$ cat config.mk
export PLATFORM = sky130hd
export DESIGN_NAME = fetc_line_coder
export DESIGN_NICKNAME = d
export VERILOG_FILES = /design/src/rtl/fetc_dec5b.v /design/src/rtl/fetc_line_coder.v
export VERILOG_INCLUDE_DIRS = /design/src /design/src/rtl
export SDC_FILE = /design/constraint.sdc
export NUM_CORES = 1
export LEC_CHECK = 0
export ABC_AREA = 1
export BUFFER_PORTS_ARGS = -buffer_cell sky130_fd_sc_hd__buf_2
export CAP_MARGIN = 20
export CORE_MARGIN = 5
export CORE_UTILIZATION = 59
export CTS_CLUSTER_DIAMETER = 120
export CTS_CLUSTER_SIZE = 20
export DETAILED_ROUTE_END_ITERATION = 12
export MAX_ROUTING_LAYER = met4
export PLACE_DENSITY = 0.78
export SLEW_MARGIN = 25
export SYNTH_ARGS = -nofsm -noshare
export SYNTH_HDL_FRONTEND = slang
export SYNTH_SLANG_ARGS = --single-unit
$ cat constraint.sdc
create_clock -name ref_clk -period 3 [get_ports ref_clk]
set_input_delay 0.15 -clock ref_clk [delete_from_list [all_inputs] [get_ports ref_clk]]
set_output_delay 0.15 -clock ref_clk [all_outputs]
set_load 0.05 [all_outputs]
$ cat src/rtl/fetc_defs.vh
// Purpose: constants of the 100 Mb/s transmit line coder and its receive bypass path
// Assumes: one 25 MHz clock, five serial bits handled per clock, first bit in bit 4
// Notes: included by fetc_line_coder.v and fetc_dec5b.v
// What this block does
// data nibbles map to fixed 5-bit code-groups
// frame starts with J then K pair
// TX_EN falling appends T then R pair
// idle code-groups fill until next frame
// halt code-group marks error, never data
// decode idle and T/R to 0000, J/K to 0101
// closed-loop 11-bit LFSR scrambler runs continuously
// each NRZ bit XORed with scrambler output
// scrambler seed taken from station address straps
// scrambled stream is NRZI encoded
// NRZI ones alternate onto two output streams
// outputs carry only MLT-3, no binary mode
// five serial bits per nibble clock period
// encoder and scrambler each have a bypass
// descrambler and decoder each have a bypass
// nibble clock 25 MHz, MAC synchronous to it
// NRZI toggles on one, holds on zero
// idle sent after reset before first frame
`ifndef FETC_DEFS_VH
`define FETC_DEFS_VH

`define FETC_CG_I 5'h1F
`define FETC_CG_J 5'h18
`define FETC_CG_K 5'h11
`define FETC_CG_T 5'h0D
`define FETC_CG_R 5'h07
`define FETC_CG_H 5'h04

`define FETC_NIB_IDLE 4'h0
`define FETC_NIB_SSD 4'h5
`define FETC_NIB_ESD 4'h0

`define FETC_ST_IDLE 2'h0
`define FETC_ST_SSDK 2'h1
`define FETC_ST_DATA 2'h2
`define FETC_ST_ESDR 2'h3

// upper scrambler seed bits; nonzero so the seed is never all zero
`define FETC_SEED_HI 6'h3F
`define FETC_LFSR_RST 11'h7FF
`define FETC_STRAP_WAIT 3'h4
`define FETC_LOCK_GROUPS 4'hC

`endif

$ cat src/rtl/fetc_dec5b.v
// Purpose: 5B code-group to 4B nibble lookup for the receive bypass path
// Assumes: aligned code-group input, purely combinational
// Notes: bypass passes the low four code bits through unchanged
`include "fetc_defs.vh"

module fetc_dec5b (
    code,
    bypass,
    nibble,
    is_idle,
    bad
);
    input wire [4:0] code;
    input wire bypass;
    output reg [3:0] nibble;
    output reg is_idle;
    output reg bad;

    always @* begin
        nibble = 4'h0;
        is_idle = 1'b0;
        bad = 1'b0;
        case (code)
            5'h1E: nibble = 4'h0;
            5'h09: nibble = 4'h1;
            5'h14: nibble = 4'h2;
            5'h15: nibble = 4'h3;
            5'h0A: nibble = 4'h4;
            5'h0B: nibble = 4'h5;
            5'h0E: nibble = 4'h6;
            5'h0F: nibble = 4'h7;
            5'h12: nibble = 4'h8;
            5'h13: nibble = 4'h9;
            5'h16: nibble = 4'hA;
            5'h17: nibble = 4'hB;
            5'h1A: nibble = 4'hC;
            5'h1B: nibble = 4'hD;
            5'h1C: nibble = 4'hE;
            5'h1D: nibble = 4'hF;
            `FETC_CG_I: begin
                nibble = `FETC_NIB_IDLE;
                is_idle = 1'b1;
            end
            `FETC_CG_J: nibble = `FETC_NIB_SSD;
            `FETC_CG_K: nibble = `FETC_NIB_SSD;
            `FETC_CG_T: nibble = `FETC_NIB_ESD;
            `FETC_CG_R: nibble = `FETC_NIB_ESD;
            default: bad = 1'b1;
        endcase
        if (bypass) begin
            nibble = code[3:0];
            is_idle = 1'b0;
            bad = 1'b0;
        end
    end
endmodule // fetc_dec5b

$ cat src/rtl/fetc_line_coder.v
// Purpose: 4B/5B encode, scramble, NRZI and MLT-3 split of the 100 Mb/s transmit path
// Assumes: MAC nibble interface synchronous to ref_clk; straps are asynchronous pins
// Notes: five serial bits per clock leave in parallel, bit 4 is the first on the wire
`include "fetc_defs.vh"

module fetc_line_coder (
    ref_clk,
    rst_n,
    txd,
    tx_en,
    tx_er,
    enc_bypass,
    scr_bypass,
    station_address_straps,
    tx_pair_pos,
    tx_pair_neg,
    rx_code,
    descr_bypass,
    dec_bypass,
    rx_nibble,
    rx_code_err,
    rx_idle,
    rx_locked
);
    input wire ref_clk;
    input wire rst_n;
    input wire [3:0] txd;
    input wire tx_en;
    input wire tx_er;
    input wire enc_bypass;
    input wire scr_bypass;
    input wire [4:0] station_address_straps;
    output wire [4:0] tx_pair_pos;
    output wire [4:0] tx_pair_neg;
    input wire [4:0] rx_code;
    input wire descr_bypass;
    input wire dec_bypass;
    output wire [3:0] rx_nibble;
    output wire rx_code_err;
    output wire rx_idle;
    output wire rx_locked;

    reg [4:0] strap_s1_q, strap_s2_q, strap_s3_q, strap_q;
    reg [2:0] wait_q;
    reg seeded_q;
    reg [1:0] st_q, st_d;
    reg [4:0] code_q, code_d;
    reg [10:0] lfsr_q, lfsr_d;
    reg nrzi_q, nrzi_d;
    reg ph_q, ph_d;
    reg [4:0] pos_q, pos_d, neg_q, neg_d;
    reg [10:0] rlfsr_q, rlfsr_d;
    reg [3:0] lock_cnt_q, lock_cnt_d;
    reg [4:0] ud_d;
    reg match_d;
    reg [3:0] rx_nib_q;
    reg rx_err_q, rx_idle_q;
    wire [3:0] dec_nib;
    wire dec_idle, dec_bad;
    reg fb, sbit, key, pred;
    integer i;
    integer j;

    function [4:0] enc4b5b;
        input [3:0] n;
        begin
            case (n)
                4'h0: enc4b5b = 5'h1E;
                4'h1: enc4b5b = 5'h09;
                4'h2: enc4b5b = 5'h14;
                4'h3: enc4b5b = 5'h15;
                4'h4: enc4b5b = 5'h0A;
                4'h5: enc4b5b = 5'h0B;
                4'h6: enc4b5b = 5'h0E;
                4'h7: enc4b5b = 5'h0F;
                4'h8: enc4b5b = 5'h12;
                4'h9: enc4b5b = 5'h13;
                4'hA: enc4b5b = 5'h16;
                4'hB: enc4b5b = 5'h17;
                4'hC: enc4b5b = 5'h1A;
                4'hD: enc4b5b = 5'h1B;
                4'hE: enc4b5b = 5'h1C;
                default: enc4b5b = 5'h1D;
            endcase
        end
    endfunction

    // straps pass three flops; a value counts once stages two and three agree
    always @(posedge ref_clk) begin
        if (!rst_n) begin
            strap_s1_q <= 5'h00;
            strap_s2_q <= 5'h00;
            strap_s3_q <= 5'h00;
            strap_q <= 5'h00;
            wait_q <= 3'h0;
            seeded_q <= 1'b0;
        end else begin
            strap_s1_q <= station_address_straps;
            strap_s2_q <= strap_s1_q;
            strap_s3_q <= strap_s2_q;
            if (strap_s2_q == strap_s3_q) begin
                strap_q <= strap_s3_q;
            end
            if (wait_q != `FETC_STRAP_WAIT) begin
                wait_q <= wait_q + 3'h1;
            end else begin
                seeded_q <= 1'b1;
            end
        end
    end

    // code-group sequencer: one code-group per nibble clock
    always @* begin
        st_d = st_q;
        code_d = `FETC_CG_I;
        if (!seeded_q) begin
            st_d = `FETC_ST_IDLE;
        end else if (enc_bypass) begin
            st_d = `FETC_ST_IDLE;
            code_d = {tx_er, txd};
        end else begin
            case (st_q)
                `FETC_ST_IDLE: begin
                    if (tx_en) begin
                        code_d = `FETC_CG_J;
                        st_d = `FETC_ST_SSDK;
                    end
                end
                `FETC_ST_SSDK: begin
                    code_d = `FETC_CG_K;
                    st_d = `FETC_ST_DATA;
                end
                `FETC_ST_DATA: begin
                    if (!tx_en) begin
                        code_d = `FETC_CG_T;
                        st_d = `FETC_ST_ESDR;
                    end else if (tx_er) begin
                        code_d = `FETC_CG_H;
                    end else begin
                        code_d = enc4b5b(txd);
                    end
                end
                `FETC_ST_ESDR: begin
                    code_d = `FETC_CG_R;
                    st_d = `FETC_ST_IDLE;
                end
                default: st_d = `FETC_ST_IDLE;
            endcase
        end
    end

    // scramble, NRZI and MLT-3 split over the five bits of one code-group
    always @* begin
        lfsr_d = lfsr_q;
        nrzi_d = nrzi_q;
        ph_d = ph_q;
        pos_d = 5'h00;
        neg_d = 5'h00;
        fb = 1'b0;
        sbit = 1'b0;
        for (i = 4; i >= 0; i = i - 1) begin
            fb = lfsr_d[10] ^ lfsr_d[8];
            lfsr_d = {lfsr_d[9:0], fb};
            sbit = code_q[i] ^ (fb & ~scr_bypass);
            if (sbit) begin
                nrzi_d = ~nrzi_d;
                // a falling NRZI edge ends one mark, so the next goes to the other side
                if (!nrzi_d) begin
                    ph_d = ~ph_d;
                end
            end
            pos_d[i] = nrzi_d & ~ph_d;
            neg_d[i] = nrzi_d & ph_d;
        end
    end

    always @(posedge ref_clk) begin
        if (!rst_n) begin
            st_q <= `FETC_ST_IDLE;
            code_q <= `FETC_CG_I;
            lfsr_q <= `FETC_LFSR_RST;
            nrzi_q <= 1'b0;
            ph_q <= 1'b0;
            pos_q <= 5'h00;
            neg_q <= 5'h00;
        end else begin
            st_q <= st_d;
            code_q <= code_d;
            nrzi_q <= nrzi_d;
            ph_q <= ph_d;
            pos_q <= pos_d;
            neg_q <= neg_d;
            if (seeded_q) begin
                lfsr_q <= lfsr_d;
            end else begin
                lfsr_q <= {`FETC_SEED_HI, strap_q};
            end
        end
    end

    assign tx_pair_pos = pos_q;
    assign tx_pair_neg = neg_q;

    // receive side: descrambler locks by assuming scrambled idle until it predicts the key
    always @* begin
        rlfsr_d = rlfsr_q;
        ud_d = 5'h00;
        match_d = 1'b1;
        pred = 1'b0;
        key = 1'b0;
        for (j = 4; j >= 0; j = j - 1) begin
            pred = rlfsr_d[10] ^ rlfsr_d[8];
            if (pred != ~rx_code[j]) begin
                match_d = 1'b0;
            end
            key = rx_locked ? pred : ~rx_code[j];
            rlfsr_d = {rlfsr_d[9:0], key};
            ud_d[j] = descr_bypass ? rx_code[j] : (rx_code[j] ^ key);
        end
        lock_cnt_d = lock_cnt_q;
        if (!rx_locked) begin
            lock_cnt_d = match_d ? (lock_cnt_q + 4'h1) : 4'h0;
        end
    end

    fetc_dec5b u_dec (
        .code(ud_d),
        .bypass(dec_bypass),
        .nibble(dec_nib),
        .is_idle(dec_idle),
        .bad(dec_bad)
    );

    always @(posedge ref_clk) begin
        if (!rst_n) begin
            rlfsr_q <= `FETC_LFSR_RST;
            lock_cnt_q <= 4'h0;
            rx_nib_q <= 4'h0;
            rx_err_q <= 1'b0;
            rx_idle_q <= 1'b0;
        end else begin
            rlfsr_q <= rlfsr_d;
            lock_cnt_q <= lock_cnt_d;
            rx_nib_q <= dec_nib;
            rx_err_q <= dec_bad;
            rx_idle_q <= dec_idle;
        end
    end

    // lock holds until reset; there is no loss-of-sync timer in this path
    assign rx_locked = descr_bypass | (lock_cnt_q == `FETC_LOCK_GROUPS);
    assign rx_nibble = rx_nib_q;
    assign rx_code_err = rx_err_q;
    assign rx_idle = rx_idle_q;
endmodule // fetc_line_coder
==> results.cfg, run 1 <==
[layout]
fin_cells = 641
n_antenna_cell = 0
drive_gt1_share_pct = 22.0
fillers = 531
syn_to_final_growth_pct = 15.9
nets = 598
final_common_cell = nand2_1
final_cell_mix = nand2_1 (105), inv_1 (82), dfxtp_1 (73)

[sta]
worst_slew_pin_slew_ns = 0.641
max_freq_ghz = 0.363
setup_violations = 0
slew_headroom_pct = 57.2
final.period_utilization_pct = 91.9
final.setup_skew_ns = 0.00997
maxSlewViolCount = 0
rsz0062_at_grt = no
period_minus_slack_ns = 2.76
tns_ns = 0
hold_viol_final = 0

[yosys]
synth_cell_types = 35
syn_inst = 510
syn_area_per_cell_um2 = 7.40
synth-seq-cells = 75
syn_nets = 549
yosys_warnings = 0
synth_area_um2 = 3770
ys_seq_area_share_pct = 39.8

[job]
max_cap_violations = 0

[global_route]
grt_max_degree = 35
antenna_found_initial = 0
grt_pass1_wl_mm = 13.2
track_usage_pct = 19.8
overflow = 0
grt_pass1_vias = 3118

[worst_setup_path]
r2r_cells = 20
crit_path_max_incr_delay_ns = 0.36
crit_fanout = 4
cp.arrival_ns = 2.98
rrSetupSlack_ns = 0.24
crit_family = simple AND/OR/NAND/NOR gates
cp.buffers_inverters = 2
start_kind = flop
worst_ep_required_time_ns = 3.22
r2r_end = ph_q
reg2reg_from = lfsr_q[8]
critPathCaptureType = flop
cp_common_cell = nand2_2
critical-path-slowest-cell = dfxtp_2
critPathKind = flop to flop
crit_chain = inv_2 > nand2_4 > nand3_4 > nand2_2 > nand3_2 > nand2_2 > inv_2 > ha_1 > nand2_2 > nand2_4 > ha_4 > nand2_1 > nand2_2 > ha_1 > nand2_1 > nand2_2 > ha_4 > nand2_2 > a21boi_4 > nor2_1

[routing]
viasPerCell = 5.14
first_iter_violations = 85
drc_errors = 0
ant_nets = 0
drt_wl_total_mm = 7.91
vias = 3294
post_drt_wl_per_cell_um = 12.3
first_pass_iters = 5

[run_status]
outcome = complete, no violations

[worst_hold_path]
worstHoldEndpoint = rx_idle
min-delay-start = dec_bypass
hold_class = input port to flop
hold_depth = 2

[clock_tree]
tritoncts = built
cts-htree-levels = 3
cts_buffers = 9
clock_latency_ns = 0.35
clock_path_buffers = 2
clk_pin_slew_ns = 0.09
cts_sinks = 75
clockRootBuffer = clkbuf_8

[floorplan]
core-area_um2 = 6280
die_w_um = 90.0
die_y_um = 90.0
core.rowCount = 29
die-area_um2 = 8100
start_util_pct = 60.1
io_pins = 39

[power]
power.total_w = 0.00323
p_per_area_nw_per_um2 = 738
p_leak_nw = 2.28
peakVddDrop_mv = 0.884

[placed_design]
numPortBuffers = 38
place_inst = 619
gp_congestion = 0.887
dp_hpwl_mm = 5.77
## metal layers
| layer | GRT usage (%) | vias to the layer above | part of all wire, % |
|---|---|---|---|
| met4 | 7.20 | 0 | 1.3 |
| met2 | 33.1 | 69 | 49 |
| li1 | - | 1707 | - |
| met5 | - | - | 0 |
| met3 | 3.92 | 8 | 4.6 |
| met1 | 23.7 | 1510 | 45 |
## sequential cells by signal, summed over array words and instances, names as in the netlist, 2 cells and up
| register | flops |
|---|---|
| strap_s3_q | 5 |
| strap_s2_q | 5 |
| tx_pair_neg | 5 |
| lock_cnt_q | 4 |
| code_q | 5 |
| strap_s1_q | 5 |
| st_q | 2 |
| rlfsr_q | 11 |
| lfsr_q | 11 |
| wait_q | 3 |
| rx_nibble | 4 |
| strap_q | 5 |
| tx_pair_pos | 5 |
## through the flow
stage	worst slack [ns]	hold slack [ns]	util (%)	instance area, um^2
detailed placement	-0.0229	0.337	64.5	4050
finish	0.242	0.0376	69.7	4380
global placement	0.139	0.330	64.5	4050
global route	0.0319	0.0514	69.7	4380
floorplan	0.252	0.227	-	3770
CTS	0.0134	0.0263	68.2	4280
## worst reg2reg max path, stage by stage, from the launching register on
cell and delay [ns]:
dfxtp_2 0.36, inv_2 0.05, nand2_4 0.08, nand3_4 0.07
nand2_2 0.09, nand3_2 0.08, nand2_2 0.10, inv_2 0.06
ha_1 0.29, nand2_2 0.10, nand2_4 0.07, ha_4 0.27
nand2_1 0.06, nand2_2 0.08, ha_1 0.23, nand2_1 0.08
nand2_2 0.07, ha_4 0.21, nand2_2 0.07, a21boi_4 0.17
nor2_1 0.05
## layout make-up
type	count	area [um^2]	share of cell area [%]
well taps	77	96.3	2.20
clock buffers	9	124	2.83
flip-flops and latches	75	1500	34.4
repair buffers	46	263	6.01
clock inverters	7	58.8	1.34
inverters	91	347	7.92
multi-input cells	336	1980	45.3
## repair_timing
action                     CTS  global route
setup buffers                0             1
cloned                       0             0
hold endpoints to repair     5             0
setup endpoints to repair    2             5
hold buffers                 5             0
resized for setup            2            19
pin swaps                    0             5
## Yosys cell counts (all sizes together)
cell type  instances  area, um^2
nand2            126         523
inv               90         343
dfxtp             75        1500
nand3             51         295
nor2              42         206
a21oi             26         149
o21ai             23         115
ha                17         213
o211ai             9        67.6
or2                9        56.3
clkbuf             8        30.0
xor2               7        68.8
nand4              6        37.5
xnor2              5        51.3
a31oi              4        25.0
o2111ai            3        26.3
nand3b             2        15.0
nor4               2        12.5
a2111o             1        11.3
a211oi             1        7.51
a21boi             1        7.51
a221oi             1        8.76
clkinv             1        3.75
## worst max-delay path by stage
stage / from / endpoint / slack, ns / cells after the start
floorplan: lfsr_q[8] / ph_q / 0.25 / 20
global placement: lfsr_q[8] / ph_q / 0.14 / 20
detailed placement: lfsr_q[8] / ph_q / -0.02 / 20
CTS: lfsr_q[8] / ph_q / 0.01 / 19
global route: lfsr_q[8] / ph_q / 0.03 / 20
finish: lfsr_q[8] / ph_q / 0.24 / 20
## report_power, final
part	leakage, nW	switching [W]	internal [W]
Clock	0.0925	0.000409	0.000314
Sequential	0.617	0.0000656	0.00112
Combinational	1.57	0.000810	0.000509
## cell families after synthesis
family	Yosys count	synth area share, %
compound gates	69	11.1
fa+ha+maj	17	5.63
flops	75	39.8
simple gates	238	30.4
buf+inv	99	9.98
xor+xnor	12	3.18
(Power assumes the default switching activity.)
==> run 2, diff against run 1 <==
--- a/config.mk
+++ b/config.mk
@@ -16,6 +16,7 @@
 export DETAILED_ROUTE_END_ITERATION = 12
 export MAX_ROUTING_LAYER = met4
 export PLACE_DENSITY = 0.78
+export REMOVE_ABC_BUFFERS = 1
 export SLEW_MARGIN = 25
 export SYNTH_ARGS = -nofsm -noshare
 export SYNTH_HDL_FRONTEND = slang
==> run 2 against run 1 <==
Effect of this change:
- die area is the same
- critical path type unchanged
- combinational power shrank 9.8%
- final cell count grew 0.16%
- worst hold slack gained 0.029 ns
- register-to-register slack lost 0.08 ns
- sequential power is essentially flat
==> results.cfg, run 2 (synthesis results as in run 1) <==
[run_status]
outcome = complete, no violations

[worst_setup_path]
r2r_end = ph_q
cp-endpoint = ph_q
start_kind = flop
reg2reg_from = code_q[4]
crit_chain = inv_1 > nand4_1 > nand3b_1 > nand2_2 > inv_1 > ha_1 > nand2_2 > nand2_4 > ha_4 > nand2_1 > nand2_1 > ha_1 > nand2_1 > nand2_2 > ha_1 > nand2_1 > a21boi_2 > nor2_1
crit_fanout = 3
crit_path_max_incr_delay_ns = 0.40
critical-path-slowest-cell = dfxtp_1
rrSetupSlack_ns = 0.16
critPathCaptureType = flop
critPathKind = flop to flop
worst_ep_required_time_ns = 3.21
cp_common_cell = nand2_1
r2r_cells = 18
crit_start = code_q[4]
cp.arrival_ns = 3.04

[sta]
final.period_utilization_pct = 94.6
setup_slack_ns = 0.163
maxSlewViolCount = 0
max_freq_ghz = 0.353
slew_headroom_pct = 54.8
worst_slew_pin_slew_ns = 0.677
period_minus_slack_ns = 2.84
final.setup_skew_ns = 0.00812
tns_ns = 0
setup_violations = 0
hold_viol_final = 0

[routing]
first_pass_iters = 5
drc_errors = 0
first_iter_violations = 158
drt_wl_total_mm = 7.65
viasPerCell = 5.16
post_drt_wl_per_cell_um = 11.9
vias = 3315
ant_nets = 0

[job]
max_cap_violations = 0

[layout]
reg.largest.list = lfsr_q: 11 flops, rlfsr_q: 11 flops
n_antenna_cell = 0
fillers = 501
multiInputGateArea_um2 = 1960
syn_to_final_growth_pct = 17.8
nets = 600
final_cell_mix = nand2_1 (106), inv_1 (82), dfxtp_1 (73)
drive_gt1_share_pct = 21.6
final_common_cell = nand2_1
seqCellArea_um2 = 1500

[clock_tree]
cts_buffers = 9
tritoncts = built
clock_path_buffers = 2
clk_pin_slew_ns = 0.08
cts-htree-levels = 3
clock_latency_ns = 0.33
clockRootBuffer = clkbuf_8
cts_sinks = 75

[floorplan]
core-area_um2 = 6280
core.rowCount = 29
start_util_pct = 60.1
io_pins = 39
die_w_um = 90.0
die_y_um = 90.0
die-area_um2 = 8100

[power]
peakVddDrop_mv = 0.648
p_leak_nw = 2.32
p_per_area_nw_per_um2 = 760

[global_route]
grt_max_degree = 26
overflow = 0
grt_pass1_vias = 3155
grt_pass1_wl_mm = 13.2
track_usage_pct = 19.5
antenna_found_initial = 0

[placed_design]
preCtsSetupSlack_ns = -0.0445
gp_congestion = 0.920
dp_hpwl_mm = 5.55
numPortBuffers = 38

[worst_hold_path]
hold_class = input port to flop
[run 2: cell count changes in the layout (fill, tap and decap cells not counted), sizes merged]
cell	previous run	this run
clkinv	3	2
clkbuf	9	10
clkinvlp	1	0
inv	94	90
bufinv	0	4
buf	41	43
[run 2: worst min path at each step]
| stage | start | to | cells after the start |
|---|---|---|---|
| finish | dec_bypass | rx_idle | 2 |
| CTS | dec_bypass | rx_idle | 2 |
| detailed placement | station_address_straps[1] | strap_s1_q[1] | 3 |
| global route | tx_er | code_q[4] | 3 |
| global placement | station_address_straps[4] | strap_s1_q[4] | 3 |
| floorplan | rst_n | rlfsr_q[9] | 1 |
[run 2: critical path, delay by kind of cell (launching register included)]
family	cells	cell delay (ns)
AOI/OAI and AO/OA	1	0.18
adders and majority gates	4	1.08
buffers and inverters	2	0.16
DFF	1	0.40
and+or+nand+nor	11	0.90
[run 2: cell type report]
| type | instances | area share (%) |
|---|---|---|
| sequential | 75 | 33.8 |
| clock inverter | 5 | 2.81 |
| tap | 77 | 2.17 |
| timing repair buffer | 48 | 6.24 |
| inverter | 91 | 7.79 |
| multi-input combinational | 336 | 44.1 |
| clock buffer | 10 | 3.09 |
[run 2: repair_timing]
| action | 4_1_cts | 5_1_grt |
|---|---|---|
| cloned | 0 | 0 |
| setup endpoints to repair | 2 | 4 |
| setup buffers | 1 | 2 |
| pin swaps | 1 | 8 |
| hold buffers | 5 | 0 |
| resized for setup | 3 | 15 |
| endpoints found under the hold margin | 5 | 0 |
[run 2: where the power goes]
part           switching [W]  internal [W]  total, W
Sequential         0.0000640       0.00112   0.00119
Combinational       0.000746      0.000449   0.00119
Clock               0.000344      0.000654  0.000997
[run 2: routing by layer]
layer	GRT usage [%]	routed length [um]	part of all wire, %	vias to the layer above
met1	22.4	3330	44	1496
met3	3.76	354	4.6	18
met5	-	0	0	-
met2	33.7	3840	50	85
met4	6.95	126	1.6	0
li1	-	-	-	1716
[run 2: metrics by stage]
step	hold slack (ns)	cell area, um^2	power, W	utilization [%]	std cells
after floorplan	0.219	3740	0.00200	-	502
after global placement	0.332	4050	0.00217	64.5	619
after detailed placement	0.337	4050	0.00224	64.5	619
after CTS	0.0544	4370	0.00326	69.7	640
after global routing	0.0755	4450	0.00360	70.9	642
final	0.0665	4450	0.00338	70.9	642
